$ cat config.mk
export PLATFORM = sky130hd
export DESIGN_NAME = expbt_phase_timing
export DESIGN_NICKNAME = d
export VERILOG_FILES = /design/src/expbt_phase_counter.v /design/src/expbt_phase_timing.v
export VERILOG_INCLUDE_DIRS = /design/src
export SDC_FILE = /design/constraint.sdc
export NUM_CORES = 1
export LEC_CHECK = 0
export ABC_CLOCK_PERIOD_IN_PS = 4350
export BUFFER_PORTS_ARGS = -buffer_cell sky130_fd_sc_hd__buf_2
export CORE_MARGIN = 2
export CORE_UTILIZATION = 40
export DETAILED_ROUTE_END_ITERATION = 10
export MAX_ROUTING_LAYER = met4
export PLACE_DENSITY = 0.76
export SLEW_MARGIN = 20
export SYNTH_ARGS = -nofsm -noshare
export SYNTH_HDL_FRONTEND = slang
export SYNTH_SLANG_ARGS = --single-unit
$ cat constraint.sdc
create_clock -name clk -period 4.35 [get_ports clk]
set_input_delay 0.2175 -clock clk [delete_from_list [all_inputs] [get_ports clk]]
set_output_delay 0.2175 -clock clk [all_outputs]
set_load 0.1 [all_outputs]
$ cat src/expbt_defines.vh
// expansion bus phase timing: shared constants
// assumes inclusion by bare name from the design files
`ifndef EXPBT_DEFINES_VH
`define EXPBT_DEFINES_VH
// phase settings are 4-bit codes; code n means n+1 bus clock cycles
`define EXPBT_LEN_W 4
// address phase and ale pulse limited to 1..4 cycles (2-bit code)
`define EXPBT_SHORT_W 2
`define EXPBT_ADDR_W 24
`define EXPBT_DATA_W 16
// clock period in ns, for reference by timing checks
`define EXPBT_CLK_NS 20
`endif

$ cat src/expbt_phase_counter.v
// expansion bus phase timing: per-phase down counter
// assumes a single clk with synchronous active-high reset
`timescale 1ns/1ps
`include "expbt_defines.vh"
module expbt_phase_counter (
	// clock and reset
	input wire clk,
	input wire sys_rst,
	// control
	input wire load,
	input wire [`EXPBT_LEN_W-1:0] loadValue,
	input wire busTick,
	// status
	output wire expired
);
	reg [`EXPBT_LEN_W-1:0] count;

	////////////////////////////////////////////////////////////
	// count whole bus clock periods only
	always @(posedge clk) begin
		if (sys_rst) begin
			count <= {`EXPBT_LEN_W{1'b0}};
		end else if (load) begin
			count <= loadValue;
		end else if (busTick && count != {`EXPBT_LEN_W{1'b0}}) begin
			count <= count - 4'h1;
		end
	end

	assign expired = busTick && (count == {`EXPBT_LEN_W{1'b0}});
endmodule // expbt_phase_counter

$ cat src/expbt_phase_timing.v
// expansion bus phase timing: access sequencer driving strobes and one chip select
// assumes synchronous inputs, single clk, busTick as one-cycle bus clock enable
// integration notes:
// a request is taken only on a busTick cycle while the sequencer is idle
// pins are registered from next_state, so every pin edge lines up with a
// phase change and shows no decode glitch; the trade is one flop per pin
// chip select opens on the edge that ends the latch strobe, so the
// peripheral first samples it one bus clock after the fall
// phase codes are levels and are read when each phase starts; changing
// them in mid-access only affects phases that have not yet begun
`timescale 1ns/1ps
`include "expbt_defines.vh"
module expbt_phase_timing (
	// clock and reset
	input wire clk,
	input wire sys_rst,
	input wire busTick,
	// configuration
	input wire multiplexMode,
	input wire [`EXPBT_SHORT_W-1:0] address_phase_len,
	input wire [`EXPBT_LEN_W-1:0] setup_phase_len,
	input wire [`EXPBT_LEN_W-1:0] strobe_phase_len,
	input wire [`EXPBT_LEN_W-1:0] hold_phase_len,
	input wire [`EXPBT_LEN_W-1:0] recovery_phase_len,
	// request side
	input wire reqValid,
	input wire reqWrite,
	input wire [`EXPBT_ADDR_W-1:0] reqAddr,
	input wire [`EXPBT_DATA_W-1:0] reqWrData,
	output wire reqReady,
	output reg accessDone,
	output reg [`EXPBT_DATA_W-1:0] rdData,
	// expansion bus pins
	output reg addr_latch_strobe,
	output reg chipSelect_n,
	output reg read_strobe_n,
	output reg write_strobe_n,
	output reg [`EXPBT_ADDR_W-1:0] busAddr,
	output reg [`EXPBT_DATA_W-1:0] busDataOut,
	output reg busDataOe,
	input wire [`EXPBT_DATA_W-1:0] busDataIn
);
	// one-hot phase states
	localparam [5:0] ST_IDLE = 6'h01;
	localparam [5:0] ST_ADDR = 6'h02;
	localparam [5:0] ST_SETUP = 6'h04;
	localparam [5:0] ST_STROBE = 6'h08;
	localparam [5:0] ST_HOLD = 6'h10;
	localparam [5:0] ST_RECOV = 6'h20;

	reg [5:0] state;
	reg [5:0] next_state;
	reg isWrite;
	reg [`EXPBT_LEN_W-1:0] loadValue;
	reg load;
	wire expired;

	////////////////////////////////////////////////////////////
	// phase length counter
	expbt_phase_counter phaseCounter (
		.clk(clk),
		.sys_rst(sys_rst),
		.load(load),
		.loadValue(loadValue),
		.busTick(busTick),
		.expired(expired)
	);

	////////////////////////////////////////////////////////////
	// ready only on a tick so a request never starts mid bus cycle
	assign reqReady = state[0] && busTick;

	////////////////////////////////////////////////////////////
	// select window: setup, strobe and hold phases
	// shared by chip select and data enable so on writes both
	// open and close on the same edge; on reads data enable stays low
	function selWindow;
		input [5:0] st;
		begin
			selWindow = st[2] || st[3] || st[4];
		end
	endfunction

	////////////////////////////////////////////////////////////
	// fixed phase order; each step after idle waits for the counter
	always @* begin
		next_state = state;
		load = 1'b0;
		loadValue = {`EXPBT_LEN_W{1'b0}};
		case (state)
		ST_IDLE: begin
			if (reqValid && busTick) begin
				next_state = ST_ADDR;
				load = 1'b1;
				loadValue = {2'h0, address_phase_len};
			end
		end
		ST_ADDR: begin
			if (expired) begin
				next_state = ST_SETUP;
				load = 1'b1;
				loadValue = setup_phase_len;
			end
		end
		ST_SETUP: begin
			if (expired) begin
				next_state = ST_STROBE;
				load = 1'b1;
				loadValue = strobe_phase_len;
			end
		end
		ST_STROBE: begin
			if (expired) begin
				next_state = ST_HOLD;
				load = 1'b1;
				loadValue = hold_phase_len;
			end
		end
		ST_HOLD: begin
			if (expired) begin
				next_state = ST_RECOV;
				load = 1'b1;
				loadValue = recovery_phase_len;
			end
		end
		ST_RECOV: begin
			if (expired) begin
				next_state = ST_IDLE;
			end
		end
		default: begin
			next_state = ST_IDLE;
		end
		endcase
	end

	////////////////////////////////////////////////////////////
	// state and captured request
	always @(posedge clk) begin
		if (sys_rst) begin
			state <= ST_IDLE;
			isWrite <= 1'b0;
			busAddr <= {`EXPBT_ADDR_W{1'b0}};
			busDataOut <= {`EXPBT_DATA_W{1'b0}};
		end else begin
			state <= next_state;
			if (state[0] && reqValid && busTick) begin
				isWrite <= reqWrite;
				busAddr <= reqAddr;
				busDataOut <= reqWrData;
			end
		end
	end

	////////////////////////////////////////////////////////////
	// pins registered from the next state so they align with phases
	always @(posedge clk) begin
		if (sys_rst) begin
			addr_latch_strobe <= 1'b0;
			chipSelect_n <= 1'b1;
			read_strobe_n <= 1'b1;
			write_strobe_n <= 1'b1;
			busDataOe <= 1'b0;
		end else begin
			// ale only in multiplexed mode, high for whole address phase
			addr_latch_strobe <= multiplexMode && next_state[1];
			// cs opens on the same edge as the ale fall, with no cycle between
			chipSelect_n <= !selWindow(next_state);
			read_strobe_n <= !(next_state[3] && !(state[0] ? reqWrite : isWrite));
			write_strobe_n <= !(next_state[3] && isWrite);
			// write data held from setup through hold
			busDataOe <= isWrite && selWindow(next_state);
		end
	end

	////////////////////////////////////////////////////////////
	// read data sampled on the final strobe cycle
	// sampling late in the strobe gives the peripheral the
	// whole strobe phase to drive; a short strobe limits this
	// done pulse marks the end of hold, recovery still follows
	always @(posedge clk) begin
		if (sys_rst) begin
			rdData <= {`EXPBT_DATA_W{1'b0}};
			accessDone <= 1'b0;
		end else begin
			accessDone <= state[4] && expired;
			if (state[3] && expired && !isWrite) begin
				rdData <= busDataIn;
			end
		end
	end
endmodule // expbt_phase_timing

# [Yosys cells after proc, flatten, opt, wreduce, memory -nomap -nowiden]
# Cells that the tools add are included.
[op_classes] n_addsub=1 n_mul=0 div=0 n_lt_le_gt_ge=0 n_eq_ne=12 n_shift=0 mux=19 bitwise=0 reduce_logical=25
[op_table] operator="two-way mux 6 bit" count=6
[op_table] operator="case mux 6 bit (6 select lines)" count=1
[op_table] operator="two-way mux 4 bit" count=6
[op_table] operator="case mux 4 bit (5 select lines)" count=1
[op_table] operator="logical AND 1 bit" count=13
[op_table] operator="!= test 2 bit (second input constant)" count=6
[op_table] operator="== test 6 x 1 -> 1 bit (second input constant)" count=1
[op_table] operator="== test 6 x 2 -> 1 bit (second input constant)" count=1
[op_table] operator="== test 6 x 3 -> 1 bit (second input constant)" count=1
[op_table] operator="== test 6 x 4 -> 1 bit (second input constant)" count=1
[op_table] operator="== test 6 x 5 -> 1 bit (second input constant)" count=1
[op_table] operator="== test 6 bit (second input constant)" count=1
[op_table] operator="AND reduction 6 bit" count=1
[op_table] operator="zero test 1 bit" count=5
[op_table] operator="zero test 4 bit" count=1
[op_table] operator="nonzero test 4 bit" count=1
[op_table] operator="OR reduction 4 bit" count=1
[op_table] operator="subtractor 4 x 1 -> 4 bit (second input constant)" count=1
[op_table] operator="two-way mux 1 bit" count=3
[op_table] operator="logical OR 1 bit" count=2
[op_table] operator="two-way mux 2 bit" count=1
[op_table] operator="case mux 1 bit (2 select lines)" count=1
[op_table] operator="nonzero test 2 bit" count=1
[word_totals] register_bits=73 latchBits=0 ramBits=0 rom_bits=0 inputBits=80 out_inout_bits=63 wordCells=70 memories=0

# [Depth between registers and ports, before layout]
# Gate-level depths: netlist of run 1.
[logic_depth] ltp_word=7 ltp_mapped=9 mapped_depth_nobuf=7

# [Modules after synthesis]
# Synthesis of run 1 repeated with hierarchy kept, for this count alone.
[hier_totals] cells_unflattened=357 hier_area_um2=2890.3
[modules_own_cells] module="expbt_phase_timing" instances=1 cells_each=327 area_per_inst_um2=2627.5 seq_area_each_um2=1381.3
[modules_own_cells] module="expbt_phase_counter" instances=1 cells_each=30 area_per_inst_um2=262.8 seq_area_each_um2=80.1

# [Worst setup path before layout of run 1]
# No wires, ideal clock.
[synth_path] path_kind="flip-flop to flip-flop" start="register phaseCounter.count[0]" end="register busDataOe" setup_ns=0.115 t_arrival_ns=1.726 required_time_ns=4.235 path_slack_ns=2.509 stages_incl_launch_ff=8 path_buffers=0 period_less_slack_ns=1.841 path_cell_list="dfxtp_1 inv_1 ha_1 nor3b_2 nand2_1 and2_4 or4_4 and3_1"
[synth_via] elab_chain_len=7 elab_cells_between_ends=11 classes_between="mux: 6; reduce/logical: 5"
[synth_rtl] item="from (decl)" line="expbt_phase_counter.v:16" text="reg [`EXPBT_LEN_W-1:0] count;"
[synth_rtl] item="from (signal assigned)" line="expbt_phase_counter.v:22" text="count <= {`EXPBT_LEN_W{1'b0}};"
[synth_rtl] item="from (signal assigned)" line="expbt_phase_counter.v:24" text="count <= loadValue;"
[synth_rtl] item="from (signal assigned)" line="expbt_phase_counter.v:26" text="count <= count - 4'h1;"
[synth_rtl] item="zero test 4 bit *" line="expbt_phase_counter.v:30" text="assign expired = busTick && (count == {`EXPBT_LEN_W{1'b0}});"
[synth_rtl] item="logical AND 1 bit *" line="expbt_phase_counter.v:30"
[synth_rtl] item="two-way mux 6 bit (on tied branches)"
[synth_rtl] item="case mux 6 bit (6 select lines) *" line="expbt_phase_timing.v:90" text="case (state)"
[synth_rtl] item="logical OR 1 bit" line="expbt_phase_timing.v:80" text="selWindow = st[2] || st[3] || st[4];"
[synth_rtl] item="logical OR 1 bit *" line="expbt_phase_timing.v:80"
[synth_rtl] item="logical AND 1 bit *" line="expbt_phase_timing.v:172" text="busDataOe <= isWrite && selWindow(next_state);"
[synth_rtl] item="to (signal assigned)" line="expbt_phase_timing.v:172"
[synth_rtl] item="to (decl)" line="expbt_phase_timing.v:40" text="output reg busDataOe,"
# Mark *: on every way between the ends. The rest lies on a longest branch, timed or not. The select of a mux whose other input is x is not followed.
# A chain may end at the register's enable or synchronous reset.

# [Worst setup path after layout of run 1]
[layout_path] start="register phaseCounter.count[0]" end="register rdData[2]"
[layout_via] elab_chain_len=4
[layout_rtl] item="zero test 4 bit" line="expbt_phase_counter.v:30"
[layout_rtl] item="logical AND 1 bit" line="expbt_phase_counter.v:30"
[layout_rtl] item="logical AND 1 bit (2 in series)" line="expbt_phase_timing.v:187" text="if (state[3] && expired && !isWrite) begin"
[layout_rtl] item="to (signal assigned)" line="expbt_phase_timing.v:183" text="rdData <= {`EXPBT_DATA_W{1'b0}};"
[layout_rtl] item="to (signal assigned)" line="expbt_phase_timing.v:188" text="rdData <= busDataIn;"
[layout_rtl] item="to (decl)" line="expbt_phase_timing.v:32" text="output reg [`EXPBT_DATA_W-1:0] rdData,"
# No other way between the ends.

==> flow_summary.toml, run 1 <==
[sta]
slew_violations = 0
timing.final.hold_violations = 0
period_needed_ns = 2.15
tightest_slew_ns = 0.900
setup_violations = 0
rsz0062_at_grt = "no"
maxSlewHeadroom_pct = 39.8
fin_crit_sh_pct = 49.4
fin_tns_setup_ns = 0
max_freq_ghz = 0.466
skew_ns = 0.00763

[clocking]
cts_tree = "done"
path_clk_slew_ns = 0.08
clock-sinks = 73
post-cts-setup-buffer-count = 0
postCtsHoldBufs = 0
clock-root-buffer = "clkbuf_8"
clock_path_buffers = 2
insertion_delay_ns = 0.33
cts.htree.levels = 3
cts_resized = 0
cts_buffers = 9

[worst_setup_path]
worstPathMaxFanout = 16
crit_path_end_kind = "register"
cp_data_arrival_time_ns = 2.41
cp-start-kind = "register"
worstSetupPathType = "reg -> reg"
required_ns = 4.61

[flow_run]
maxCapViolations = 0

[synth]
synth_area_leaders = "dfxtp_1 49%, nand2_1 16%, a21oi_1 10%, clkbuf_1 2.3%, a221oi_2 1.5%"
syn_nets = 444
synth_edf_count = 0
async_flop_share_pct = 0
postSynthAreaPerCell_sq_um = 8.21
synthMostInstantiatedCell = "nand2_1"
synth.distinct_cells = 49
yosys_warnings = 0
synth_commonest_cells = "126 x nand2_1, 73 x dfxtp_1, 60 x a21oi_1"
synthCells = 362
synth_area_sq_mm = 0.00297
synth_top_area_share_pct = 49.2
synth-seq-cells = 73
ys.flop_type = "dfxtp_1"
synth_top_cell_by_area = "dfxtp_1"
yosysSeqAreaShare_pct = 49.2

[cells_and_area]
multi_input_area_sq_mm = 0.00140
drive_above_1_share_pct = 37.1
nNetsFinal = 576
final_cell_count_no_fill = 598
fill_cells = 710
diodes = 0
ff_latch_area_sq_mm = 0.00146
syn_to_final_growth_pct = 32.3

[global_routing]
grt_max_degree = 44
overflow = 0
grt_pass1_vias = 2877
grt_pass1_wl_um = 12700
grt_use_total_pct = 19.5
antenna_found_initial = 0

[placed_design]
io_buffers = 142
post-dp-hpwl_um = 5510
dpl.cell_count = 582
gp_congestion = 0.857

[hold_path]
hp-class = "in -> reg"

[floorplanning]
ios = 143
rows = 31
die_x_um = 90.2
die_h_um = 90.2
coreArea_sq_mm = 0.00721
die-area_sq_mm = 0.00814
start_util_pct = 41.2

[drt]
route.detailed.drc = 0
num_vias = 2936
drt_iter0_markers = 115
wl_per_cell_um = 12.6
drtPass1Iterations = 4
final_antenna_net_count = 0
via_per_inst = 4.91
routed_wl_um = 7560

[power_and_ir_drop]
pwr-share-clk_pct = 33.5
power_frac_comb_pct = 21.8
p_leak_uw = 0.00180
p_per_area_mw_per_mm2 = 407
irDropWorstVdd_uv = 238
p_seq_share_pct = 44.7
netSwitchingPower_uw = 529
swShare_pct = 33.0
intPower_uw = 1070

[outcome]
status = "finished, final reports clean"
[final cells by class]
cell class	instances	area share, %
sequential	73	37.2
multi-input combinational	261	35.5
timing repair buffer	145	18.6
clock buffer	10	3.50
tap	99	3.15
clock inverter	6	1.69
inverter	4	0.382
[critical path: stages (launching register included)]
cell and delay (ns):
dfxtp_1 0.33, inv_1 0.12, ha_1 0.15, nor3b_2 0.19, nand2_1 0.21, nor3b_2 0.80, nand2_1 0.13, a21oi_1 0.14
[path summary, 6_finish.rpt]
kind | start | end | slack, ns | cells after the start
min | reqWrData[10] | busDataOut[10] | 0.11 | 3
min reg2reg | busAddr[15] | busAddr[15] | 0.45 | 2
max reg2reg | phaseCounter.count[0] | rdData[2] | 2.20 | 7
max | phaseCounter.count[0] | rdData[2] | 2.20 | 7
[power groups by stage]
stage | clock network [uW] | logic, uW | registers, uW
2_1_floorplan | 0 | 136 | 863
3_3_place_gp | 0 | 342 | 730
3_5_place_dp | 0 | 349 | 732
4_1_cts | 550 | 350 | 716
5_1_grt | 584 | 373 | 721
6_report | 537 | 349 | 716
[metrics by stage]
step | setup slack (ns) | util, % | cell area (sq um) | hold slack [ns] | power, uW
finish | 2.20 | 54.5 | 3930 | 0.109 | 1600
global route | 1.85 | 54.5 | 3930 | 0.0839 | 1680
CTS | 2.13 | 54.5 | 3930 | 0.0887 | 1620
detailed placement | 2.16 | 51.7 | 3730 | 0.443 | 1080
global placement | 2.26 | 51.7 | 3730 | 0.439 | 1070
floorplan | 2.51 | - | 2970 | 0.324 | 999
[state kept, by name (all words and copies together) (netlist names), 4 cells and up]
| signal | flops |
|---|---|
| busAddr | 24 |
| rdData | 16 |
| state | 6 |
| busDataOut | 16 |
| phaseCounter.count | 4 |
[placed cells by master, fill, tap and decap left out, types with 4 or more instances in the layout]
master    instances
clkbuf_8         10
buf_2           142
inv_1             4
o21ai_0           4
and3_1            6
a21oi_1          60
nor2b_1           4
nand2_1         126
nand3_1           4
dfxtp_1          73
[per-layer routing]
layer | global-route usage (%) | up-vias | share of wire [%]
li1 | - | 1483 | -
met1 | 21.6 | 1328 | 43
met2 | 32.3 | 105 | 48
met3 | 5.87 | 20 | 6.4
met4 | 8.97 | 0 | 2.4
met5 | - | - | 0
[cell families after synthesis]
kind of cell / Yosys count / share of synthesized area [%]
muxes: 1 / 0.337
and+or+nand+nor: 174 / 28.7
xor gates and xnor gates: 1 / 0.295
DFF: 73 / 49.2
AOI/OAI and AO/OA: 83 / 16.8
buffers and inverters: 28 / 3.87
adders and majority gates: 2 / 0.842
Power figures use the tool's default switching activity.
==> run 2: changes to the inputs <==
Settings changed: ABC_CLOCK_PERIOD_IN_PS 4350 to 1900, PLACE_DENSITY 0.76 to 0.79.
Clock period 4.35 ns to 1.9 ns, I/O delays scaled along.
==> flow_summary.toml, run 2 (synthesis results as in run 1) <==
[power_and_ir_drop]
irDropWorstVdd_uv = 593
p_leak_uw = 0.00209
p_per_area_mw_per_mm2 = 870

[worst_setup_path]
crit_slowest_cell = "or4_4"
r2r_slack_ns = 0.06
cp_data_arrival_time_ns = 2.07
worstPathMaxFanout = 3
crit_path_end_kind = "register"
crit_chain = "inv_1 > ha_1 > nor3b_4 > nand2_2 > and2_4 > or4_4 > and3_1"
cp-start-kind = "register"
worstSetupPathType = "reg -> reg"
required_ns = 2.13
crit_family = "simple AND/OR/NAND/NOR gates"
path_buf_inv = 1
cp_slowest_stage_delay_ns = 0.52

[cells_and_area]
final_common_cell = "buf_2"
syn_to_final_growth_pct = 54.7
largest_reg_flops = 24
top_register = "busAddr"
top_regs = "busAddr (24), busDataOut (16), rdData (16)"
utilization_pct = 63.8
mostFrequentLayoutCells = "142 x buf_2, 125 x nand2_1, 73 x dfxtp_1"
nNetsFinal = 640
drive_above_1_share_pct = 34.9
diodes = 0
fill_cells = 609

[floorplanning]
die_x_um = 90.2
die_h_um = 90.2
ios = 143
start_util_pct = 41.2
die-area_sq_mm = 0.00814
rows = 31
coreArea_sq_mm = 0.00721

[placed_design]
place_ws_ns = -0.0253
gp_congestion = 0.873
io_buffers = 142
post-dp-hpwl_um = 5780

[clocking]
insertion_delay_ns = 0.33
cts_buffers = 9
post-cts-setup-buffer-count = 0
cts.htree.levels = 3
path_clk_slew_ns = 0.08
clock-root-buffer = "clkbuf_8"
clock-sinks = 73
clock_path_buffers = 2
cts_tree = "done"

[drt]
routed_wl_um = 8980
wl_per_cell_um = 13.6
route.detailed.drc = 0
final_antenna_net_count = 0
num_vias = 3249
drt_iter0_markers = 158
via_per_inst = 4.92
drtPass1Iterations = 4

[outcome]
status = "finished, final reports clean"

[sta]
maxSlewHeadroom_pct = 66.4
period_needed_ns = 1.84
whs_ns = 0.0217
slew_violations = 0
fin_crit_sh_pct = 96.8
worst_slack_ns = 0.0617
max_freq_ghz = 0.544
tightest_slew_ns = 0.508
skew_ns = 0.0127
timing.final.hold_violations = 0
setup_violations = 0

[global_routing]
antenna_found_initial = 0
top_usage_layer = "met2"
grt_max_degree = 28
overflow = 0
grt_pass1_wl_um = 14900
grt_pass1_vias = 3350
met2_usage_pct = 39.0
grt_use_total_pct = 22.9
met3_usage_pct = 4.36
gr-usage-met1_pct = 25.6

[flow_run]
maxCapViolations = 0

[hold_path]
hp-class = "in -> reg"
run 2: path summary, 6_finish.rpt:
path,startpoint,endpoint,cells after the start
worst min register to register,busDataOut[12],busDataOut[12],2
worst max register to register,phaseCounter.count[0],busDataOe,7
worst min-delay path,reqAddr[3],busAddr[3],3
worst max-delay path,phaseCounter.count[0],busDataOe,7
run 2: area by class of cell:
type	count	area [sq um]	share of cell area (%)
Timing Repair Buffer	209	1350	29.4
Clock inverter	5	106	2.31
Sequential cell	73	1460	31.8
Inverter	4	15.0	0.326
Tap cell	99	124	2.69
Multi-Input combinational cell	261	1420	30.8
Clock buffer	9	124	2.69
run 2: per-layer routing:
metal / vias up / wire length [um]
met2: 118 / 4540
met1: 1494 / 3800
met5: - / 0
met3: 25 / 403
li1: 1612 / -
met4: 0 / 228
run 2: what timing repair did:
| item | CTS | global route |
|---|---|---|
| hold endpoints to repair | 55 | 0 |
| hold buffers | 55 | 0 |
| gates resized for setup | 1 | 4 |
| endpoints found under the setup margin | 5 | 13 |
run 2: stage by stage:
step	instance area [sq um]	power, uW	TNS, ns	cells
floorplan	2970	2290	0	362
global placement	3800	2490	0	591
detailed placement	3800	2510	-0.0441	591
CTS	4580	4020	0	660
global route	4600	4190	-0.00218	660
finish	4600	4000	0	660
run 2: worst register-to-register path: stages (launching register included):
cell,delay (ns)
dfxtp_1,0.33
inv_1,0.08
ha_1,0.15
nor3b_4,0.23
nand2_2,0.10
and2_4,0.15
or4_4,0.52
and3_1,0.19
run 2: power breakdown:
part           leakage, uW  switching, uW  internal, uW  total [uW]
Clock             0.000111            552           860        1410
Sequential        0.000594           47.7          1590        1640
Combinational      0.00139            620           326         947
